[src/core/wut_pkg.sv]
// Package: register map, field positions and reset values of the wake-up timer
package wut_pkg;

  // Register indices; byte address is four times the index
  localparam logic [15:0] IDX_CTRL     = 16'hA003;
  localparam logic [15:0] IDX_CNT_LOW  = 16'hA004;
  localparam logic [15:0] IDX_CNT_MID  = 16'hA005;
  localparam logic [15:0] IDX_CNT_HIGH = 16'hA006;
  localparam logic [15:0] IDX_IRQ_STAT = 16'hA008;
  localparam logic [15:0] IDX_IRQ_CLR  = 16'hA009;
  localparam logic [15:0] IDX_IRQ_EN   = 16'hA00A;

  // Control and status field positions
  localparam int CTRL_FLAG_BIT = 7;
  localparam int CTRL_SEL_LSB  = 5;
  localparam int CTRL_MODE_BIT = 4;
  localparam int CTRL_RUN_BIT  = 3;
  localparam int CTRL_IEN_BIT  = 0;

  // Interrupt status bit of the overflow event
  localparam int IRQ_OVF_BIT = 0;

  // Clock source codes
  localparam logic [1:0] SRC_FAST = 2'h0;
  localparam logic [1:0] SRC_PLL  = 2'h1;
  localparam logic [1:0] SRC_RTC  = 2'h2;
  localparam logic [1:0] SRC_SLOW = 2'h3;
  localparam int         NUM_SRC  = 4;

  // Reset values and counter limits
  localparam logic [7:0]  CTRL_RESET   = 8'h00;
  localparam logic [23:0] COUNT_RESET  = 24'h000000;
  localparam logic [23:0] RELOAD_RESET = 24'h000000;
  localparam logic [23:0] COUNT_MAX    = 24'hFFFFFF;
  localparam logic [7:0]  IRQ_RESET    = 8'h00;

  // AHB transfer type and response codes
  localparam logic [1:0] HTRANS_NONSEQ = 2'h2;
  localparam logic       HRESP_OKAY    = 1'h0;

endpackage

[src/core/wut_timer.sv]
// Module: 24-bit wake-up timer with AHB-Lite register slave
//
// Overview of operation
// - One 24-bit up-counter, visible as low, middle and high byte registers.
// - Two-bit select picks fast osc, PLL, RTC or slow osc as count clock.
// - Counting steps on the chosen source's edges, sampled on core_clk; it stops when core_clk stops.
// - Control bit 4 set means auto-reload, clear means free-running.
// - Control bit 3 set lets the counter advance; clear holds it.
// - Overflow sets control bit 7; only a software write of zero clears it.
// - Control bit 0 lets an overflow set interrupt status bit 0, which drives irq if enabled.
// - Count byte writes go to reload in auto-reload, to counter in free-run.
// - Count byte reads return the live counter byte, no snapshot.
// - Count bytes sit low, middle, high at consecutive addresses, reset zero.
//
// The AHB-Lite interface to the registers was chosen for this implementation.
module wut_timer
(
  // System clock and reset
  input  wire logic        core_clk,
  input  wire logic        reset_n,
  // Counting clock sources, asynchronous to core_clk
  input  wire logic        fast_internal_oscillator,
  input  wire logic        pll_clk,
  input  wire logic        rtc_clk,
  input  wire logic        slow_internal_oscillator,
  // AHB-Lite slave
  input  wire logic        hsel,
  input  wire logic [31:0] haddr,
  input  wire logic [1:0]  htrans,
  input  wire logic        hwrite,
  input  wire logic [2:0]  hsize,
  input  wire logic [31:0] hwdata,
  input  wire logic        hready,
  output logic             hreadyout,
  output logic             hresp,
  output logic [31:0]      hrdata,
  // Interrupt request, level
  output logic             irq
);

  // Register state
  logic [7:0]  ctrl;
  logic [23:0] count_value;
  logic [23:0] reload;
  logic [7:0]  irq_status;
  logic [7:0]  irq_enable;

  // Clock source synchronisers
  logic [wut_pkg::NUM_SRC-1:0] src_raw;
  logic [wut_pkg::NUM_SRC-1:0] src_meta;
  logic [wut_pkg::NUM_SRC-1:0] src_sync;
  logic [wut_pkg::NUM_SRC-1:0] src_last;
  logic [wut_pkg::NUM_SRC-1:0] src_rise;

  // Bus data phase state
  logic        dp_valid;
  logic        dp_write;
  logic [15:0] dp_idx;

  // Decoded controls and events
  logic        overflow_flag;
  logic [1:0]  clock_source_select;
  logic        reload_mode_bit;
  logic        run_bit;
  logic        overflow_irq_enable;
  logic        tick;
  logic        at_max;
  logic        ovf_evt;
  logic        addr_ok;
  logic        take;
  logic [15:0] a_idx;
  logic        wr_ctrl;
  logic        wr_cnt;
  logic [1:0]  wr_byte;
  logic        wr_irq_clr;
  logic        wr_irq_en;
  logic [7:0]  next_rdata;

  // Control field views
  assign overflow_flag       = ctrl[wut_pkg::CTRL_FLAG_BIT];
  assign clock_source_select = ctrl[wut_pkg::CTRL_SEL_LSB +: 2];
  assign reload_mode_bit     = ctrl[wut_pkg::CTRL_MODE_BIT];
  assign run_bit             = ctrl[wut_pkg::CTRL_RUN_BIT];
  assign overflow_irq_enable = ctrl[wut_pkg::CTRL_IEN_BIT];

  // Source order follows the select codes
  assign src_raw[wut_pkg::SRC_FAST] = fast_internal_oscillator;
  assign src_raw[wut_pkg::SRC_PLL]  = pll_clk;
  assign src_raw[wut_pkg::SRC_RTC]  = rtc_clk;
  assign src_raw[wut_pkg::SRC_SLOW] = slow_internal_oscillator;

  // Each source is synchronised, then its rising edge found on the second stage
  genvar g;
  generate
    for (g = 0; g < wut_pkg::NUM_SRC; g++)
    begin : g_src
      always_ff @(posedge core_clk or negedge reset_n)
      begin
        if (!reset_n)
        begin
          src_meta[g] <= 1'b0;
          src_sync[g] <= 1'b0;
          src_last[g] <= 1'b0;
        end
        else
        begin
          src_meta[g] <= src_raw[g];
          src_sync[g] <= src_meta[g];
          src_last[g] <= src_sync[g];
        end
      end
      assign src_rise[g] = src_sync[g] & ~src_last[g];
    end
  endgenerate

  // Count on the chosen source's edge; sources must stay below half core_clk
  assign tick    = run_bit & src_rise[clock_source_select];
  assign at_max  = (count_value == wut_pkg::COUNT_MAX);
  assign ovf_evt = tick & at_max;

  // Address phase decode
  assign a_idx   = haddr[17:2];
  assign addr_ok = (haddr[31:18] == 14'h0000) && (haddr[1:0] == 2'h0);
  assign take    = hsel & hready & (htrans == wut_pkg::HTRANS_NONSEQ);

  // Zero-wait slave, always OKAY
  assign hreadyout = 1'b1;
  assign hresp     = wut_pkg::HRESP_OKAY;

  // Capture the address phase for the following data phase
  always_ff @(posedge core_clk or negedge reset_n)
  begin
    if (!reset_n)
    begin
      dp_valid <= 1'b0;
      dp_write <= 1'b0;
      dp_idx   <= 16'h0000;
    end
    else if (hready)
    begin
      dp_valid <= take & addr_ok;
      dp_write <= hwrite;
      dp_idx   <= a_idx;
    end
  end

  // Data phase write strobes
  assign wr_ctrl    = dp_valid & dp_write & (dp_idx == wut_pkg::IDX_CTRL);
  assign wr_irq_clr = dp_valid & dp_write & (dp_idx == wut_pkg::IDX_IRQ_CLR);
  assign wr_irq_en  = dp_valid & dp_write & (dp_idx == wut_pkg::IDX_IRQ_EN);
  assign wr_cnt     = dp_valid & dp_write & (dp_idx >= wut_pkg::IDX_CNT_LOW)
                      & (dp_idx <= wut_pkg::IDX_CNT_HIGH);
  assign wr_byte    = dp_idx[1:0] - wut_pkg::IDX_CNT_LOW[1:0];

  // Control register; hardware set of the flag wins over a software clear
  always_ff @(posedge core_clk or negedge reset_n)
  begin
    if (!reset_n)
    begin
      ctrl <= wut_pkg::CTRL_RESET;
    end
    else
    begin
      if (wr_ctrl)
      begin
        ctrl[6:3] <= hwdata[6:3];
        ctrl[2:1] <= 2'h0; // Reserved bits read as zero
        ctrl[0]   <= hwdata[0];
      end
      if (ovf_evt)
      begin
        ctrl[wut_pkg::CTRL_FLAG_BIT] <= 1'b1;
      end
      else if (wr_ctrl && !hwdata[wut_pkg::CTRL_FLAG_BIT])
      begin
        ctrl[wut_pkg::CTRL_FLAG_BIT] <= 1'b0;
      end
    end
  end

  // Live counter; a free-run byte write takes that cycle over a tick
  always_ff @(posedge core_clk or negedge reset_n)
  begin
    if (!reset_n)
      count_value <= wut_pkg::COUNT_RESET;
    else if (wr_cnt && !reload_mode_bit)
      count_value[wr_byte*8 +: 8] <= hwdata[7:0];
    else if (tick && at_max)
      count_value <= reload_mode_bit ? reload : wut_pkg::COUNT_RESET;
    else if (tick)
      count_value <= count_value + 24'h000001;
  end

  // Reload value, written only in auto-reload mode
  always_ff @(posedge core_clk or negedge reset_n)
  begin
    if (!reset_n)
      reload <= wut_pkg::RELOAD_RESET;
    else if (wr_cnt && reload_mode_bit)
      reload[wr_byte*8 +: 8] <= hwdata[7:0];
  end

  // Sticky interrupt status; set wins over clear
  always_ff @(posedge core_clk or negedge reset_n)
  begin
    if (!reset_n)
    begin
      irq_status <= wut_pkg::IRQ_RESET;
    end
    else
    begin
      if (wr_irq_clr)
      begin
        irq_status <= irq_status & ~hwdata[7:0];
      end
      if (ovf_evt && overflow_irq_enable)
      begin
        irq_status[wut_pkg::IRQ_OVF_BIT] <= 1'b1;
      end
    end
  end

  // Interrupt enable register
  always_ff @(posedge core_clk or negedge reset_n)
  begin
    if (!reset_n)
      irq_enable <= wut_pkg::IRQ_RESET;
    else if (wr_irq_en)
      irq_enable <= hwdata[7:0];
  end

  // Level interrupt while an enabled status bit stands
  assign irq = |(irq_status & irq_enable);

  // Read mux; count bytes show the live counter at the address phase
  always_comb
  begin
    next_rdata = 8'h00;
    if (addr_ok)
    begin
      unique case (a_idx)
        wut_pkg::IDX_CTRL:     next_rdata = ctrl;
        wut_pkg::IDX_CNT_LOW:  next_rdata = count_value[7:0];
        wut_pkg::IDX_CNT_MID:  next_rdata = count_value[15:8];
        wut_pkg::IDX_CNT_HIGH: next_rdata = count_value[23:16];
        wut_pkg::IDX_IRQ_STAT: next_rdata = irq_status;
        wut_pkg::IDX_IRQ_EN:   next_rdata = irq_enable;
        default:               next_rdata = 8'h00;
      endcase
    end
  end

  // Read data from a flop; no other bytes are latched, so read high byte first
  always_ff @(posedge core_clk or negedge reset_n)
  begin
    if (!reset_n)
      hrdata <= 32'h00000000;
    else if (take && !hwrite)
      hrdata <= {24'h000000, next_rdata};
  end
endmodule

[config.mk]
export PLATFORM = sky130hd
export DESIGN_NAME = wut_timer
export DESIGN_NICKNAME = d
export VERILOG_FILES = /design/src/core/wut_pkg.sv /design/src/core/wut_timer.sv
export SDC_FILE = /design/constraint.sdc
export NUM_CORES = 1
export LEC_CHECK = 0
export ABC_CLOCK_PERIOD_IN_PS = 3450
export BUFFER_PORTS_ARGS = -buffer_cell sky130_fd_sc_hd__buf_2
export CAP_MARGIN = 10
export CORE_MARGIN = 2
export CORE_UTILIZATION = 53
export DETAILED_ROUTE_END_ITERATION = 16
export GPL_ROUTABILITY_DRIVEN = 1
export PLACE_DENSITY = 0.77
export SYNTH_ARGS = -nofsm -noshare
export SYNTH_HDL_FRONTEND = slang
export SYNTH_SLANG_ARGS = --single-unit
[constraint.sdc]
create_clock -name core_clk -period 3.45 [get_ports core_clk]
set_input_delay 0.1725 -clock core_clk [delete_from_list [all_inputs] [get_ports core_clk]]
set_output_delay 0.1725 -clock core_clk [all_outputs]
set_load 0.02 [all_outputs]
==> key figures <==
Outcome
  • Status: complete, no violations

STA
  • RSZ-0062 raised after global routing: false
  • Setup Total Neg Slack: 0 ns
  • Post-route clock period utilization: 80.2%
  • Final hold vios: 0
  • Final Skew: 0.0100 ns
  • Post-layout min period: 2.77 ns
  • Slew Limit Fails: 0
  • Final Setup Violations: 0
  • Max-slew headroom: 35.6%
  • Worst Max-Slew Pin Slew: a little under 1 ns
  • Achievable Freq: 361 MHz

Yosys
  • YS warnings: 0
  • Mapped cell area: 5910 um^2
  • Post-Synthesis Cells: ~600
  • Ys async rst share: between 90% and 100%
  • Number of distinct library cells after synthesis: 73
  • Main synth FF type: dfrtp_1
  • Yosys reg bits: 108
  • EDFF count, synth: 0
  • Post-synthesis sequential area ratio: 45.7%
  • Synth Area per Inst: 9.91 um^2

Detailed routing
  • Post-route ant nets: 0
  • Drt initial violations: 470
  • Router iterations before antenna repair: 6
  • DRT met1 WL: 6900 um
  • Max layer used: met4
  • Via Count: 5046
  • Residual DRC count: 0
  • Via density: 6.24
  • Met3 Routed Length: 1510 um
  • Wire per inst: between 20 and 25 um
  • Routed wire length: 16500 um
  • Met2 wire length: 7490 um

CTS
  • Max Buffers Root-to-Sink: 2
  • CTS tree: yes
  • Num CTS Buffers: 9
  • CTS sink cnt: 108
  • Worst skew pair latency: 0.40 ns
  • Root Buffer: clkbuf_8
  • H-tree depth: 3
  • Post-CTS setup buffers: 0
  • Reg clk slew, reported paths: 0.11 ns

Setup path
  • R2r endpoint: count_value[13]$_DFFE_PN0P_
  • CP max FO: 7
  • Worst EP arrival: 3.11 ns
  • Worst setup EP type: flop
  • Worst reg2reg path startpoint: count_value[0]$_DFFE_PN0P_
  • CP startpoint: count_value[0]$_DFFE_PN0P_
  • R2R cell count: 7
  • Reg2Reg Setup Slack: approximately 0.7 ns
  • CP startpoint kind: flop
  • CP Data Required Time: 3.80 ns
  • Critical path class: flop to flop

Die
  • Core area: 10800 um^2
  • Die width: between 100 and 150 um
  • Initial Util: 54.6%
  • Die ar.: 12000 um^2
  • Cell row count: 38
  • I/O Pins: around 110
  • Chip Height: between 100 and 150 um

Placement
  • Detail Placement HPWL: roughly 12000 um
  • Area after DPL: 6240 um^2
  • Cells after DPL: 783
  • Port buffer count: 59
  • Final GP Congestion: 0.946

Power
  • PD cells: 351 nW/um^2
  • VDD IR max: 276 uV
  • Pleak: between 2 and 3 nW

Layout
  • Design Area, Final: ~6500 um^2
  • Finished Layout Cells: between 800 and 900
  • Multi-input logic area: between 2000 and 3000 um^2
  • Sequential cell area: 2700 um^2
  • Final nets: 751
  • FILL cells: roughly 940
  • Core Util, Final: between 60% and 70%
  • Share of cells above drive strength 1: 20.6%
  • P&R area growth vs syn: 10.3%
  • Ant diodes: 0

Worst hold path
  • Hold_sp: haddr[16]
  • Hold path cells: 2
  • Tightest Hold Check Type: input port to flop
  • Hold Path Sink: dp_idx[14]$_DFFE_PN0P_

Job
  • Maxcap violations: 0

Global route
  • Vias in the first global route: 5049
  • Overflow after GRT: 0
  • Pin count of the biggest net entering global routing: 38
  • First-pass GRT wire length: 26900 um
  • Initial antenna violation count: 0
  • GRT Total Usage: 29.9%
==> kinds of logic after synthesis <==
group	after synthesis	share of synthesized area, %
other	2	0.127
adders and majority gates	8	1.69
muxes	41	7.91
AOI/OAI and AO/OA	147	17.2
xor gates and xnor gates	10	1.48
buffers and inverters	60	6.13
DFF	108	45.7
and+or+nand+nor	221	19.7
==> layout make-up <==
type | instances | share of cell area, %
clock buffers | 10 | 1.96
multi-input cells | 453 | 45.0
clock inverters | 5 | 0.690
repair buffers | 81 | 7.52
flip-flops and latches | 108 | 41.4
inverters | 12 | 0.690
well taps | 140 | 2.68
==> flip-flops by register name, indices dropped and copies added, names as in the netlist, 4 cells and up <==
signal       cells
irq_enable       8
ctrl             6
irq_status       8
hrdata           8
src_last         4
dp_idx          16
src_sync         4
count_value     24
src_meta         4
reload          24
==> cells in the mapped netlist (all sizes together), types with 5 or more instances <==
cell type,instances,area [um^2]
nand3,29,150
a22o,11,96.3
clkbuf,17,75.1
nand4,13,111
a211oi,10,80.1
a21oi,16,80.1
dfrtp,108,2700
nand2,92,345
xnor2,5,43.8
o21ai,42,210
nor2b,10,62.6
a21boi,7,52.6
nor3,6,40.0
mux2,36,405
buf,30,230
xor2,5,43.8
a31oi,12,75.1
inv,12,45.0
a22oi,12,90.1
a222oi,7,70.1
nor2,24,92.6
ha,8,100
and3,11,75.1
nor4,12,96.3
==> where the power goes <==
group,switching (W),leakage (nW),internal [W]
registers,0.0000207,1.23,0.00130
clock network,0.000473,0.0853,0.000271
logic,0.000146,1.63,0.0000810
==> metal layers <==
layer,GRT usage [%],up-vias
met3,8.36,49
met1,39.5,2449
met4,13.8,0
met5,0,-
met2,45.6,254
li1,-,2294
==> worst max-delay path by stage <==
| stage | end | slack [ns] | cells past startpoint |
|---|---|---|---|
| finish | count_value[13]$_DFFE_PN0P_ | 0.68 | 7 |
| global route | count_value[13]$_DFFE_PN0P_ | 0.55 | 7 |
| CTS | count_value[13]$_DFFE_PN0P_ | 0.74 | 7 |
| detailed placement | count_value[13]$_DFFE_PN0P_ | 0.77 | 7 |
| global placement | reload[21]$_DFFE_PN0P_ | 0.85 | 5 |
| floorplan | count_value[13]$_DFFE_PN0P_ | 1.40 | 6 |
==> critical path, cell delays in order, from the launching register on <==
cell	delay (ns)
dfrtp_1	0.49
ha_1	0.29
nand3_1	0.22
nor4_4	0.51
and2_2	0.34
nand3_1	0.30
a211oi_1	0.36
o32a_2	0.20
==> timing repair <==
item,4_1_cts,5_1_grt
resized for setup,0,0
hold endpoints to repair,45,0
hold buffers,11,0
==> through the flow <==
step,total power [W],worst slack (ns),hold slack [ns]
floorplan,0.00147,1.40,-0.123
global placement,0.00155,0.855,0.161
detailed placement,0.00156,0.772,0.167
CTS,0.00230,0.741,0.00146
global route,0.00239,0.550,0.00368
finish,0.00229,0.683,0.0151
==> layout by cell type, fill, tap and decap left out, drive strengths merged, types with 11 or more instances in the layout <==
cell	count
a21oi	16
a22o	11
a22oi	12
a31oi	12
and3	11
buf	70
conb	26
dfrtp	108
dlygate4sd3	11
inv	15
mux2	36
nand2	92
nand3	29
nand4	13
nor2	24
nor4	12
o21ai	42
No activity file was read; power rests on OpenSTA's default activity.
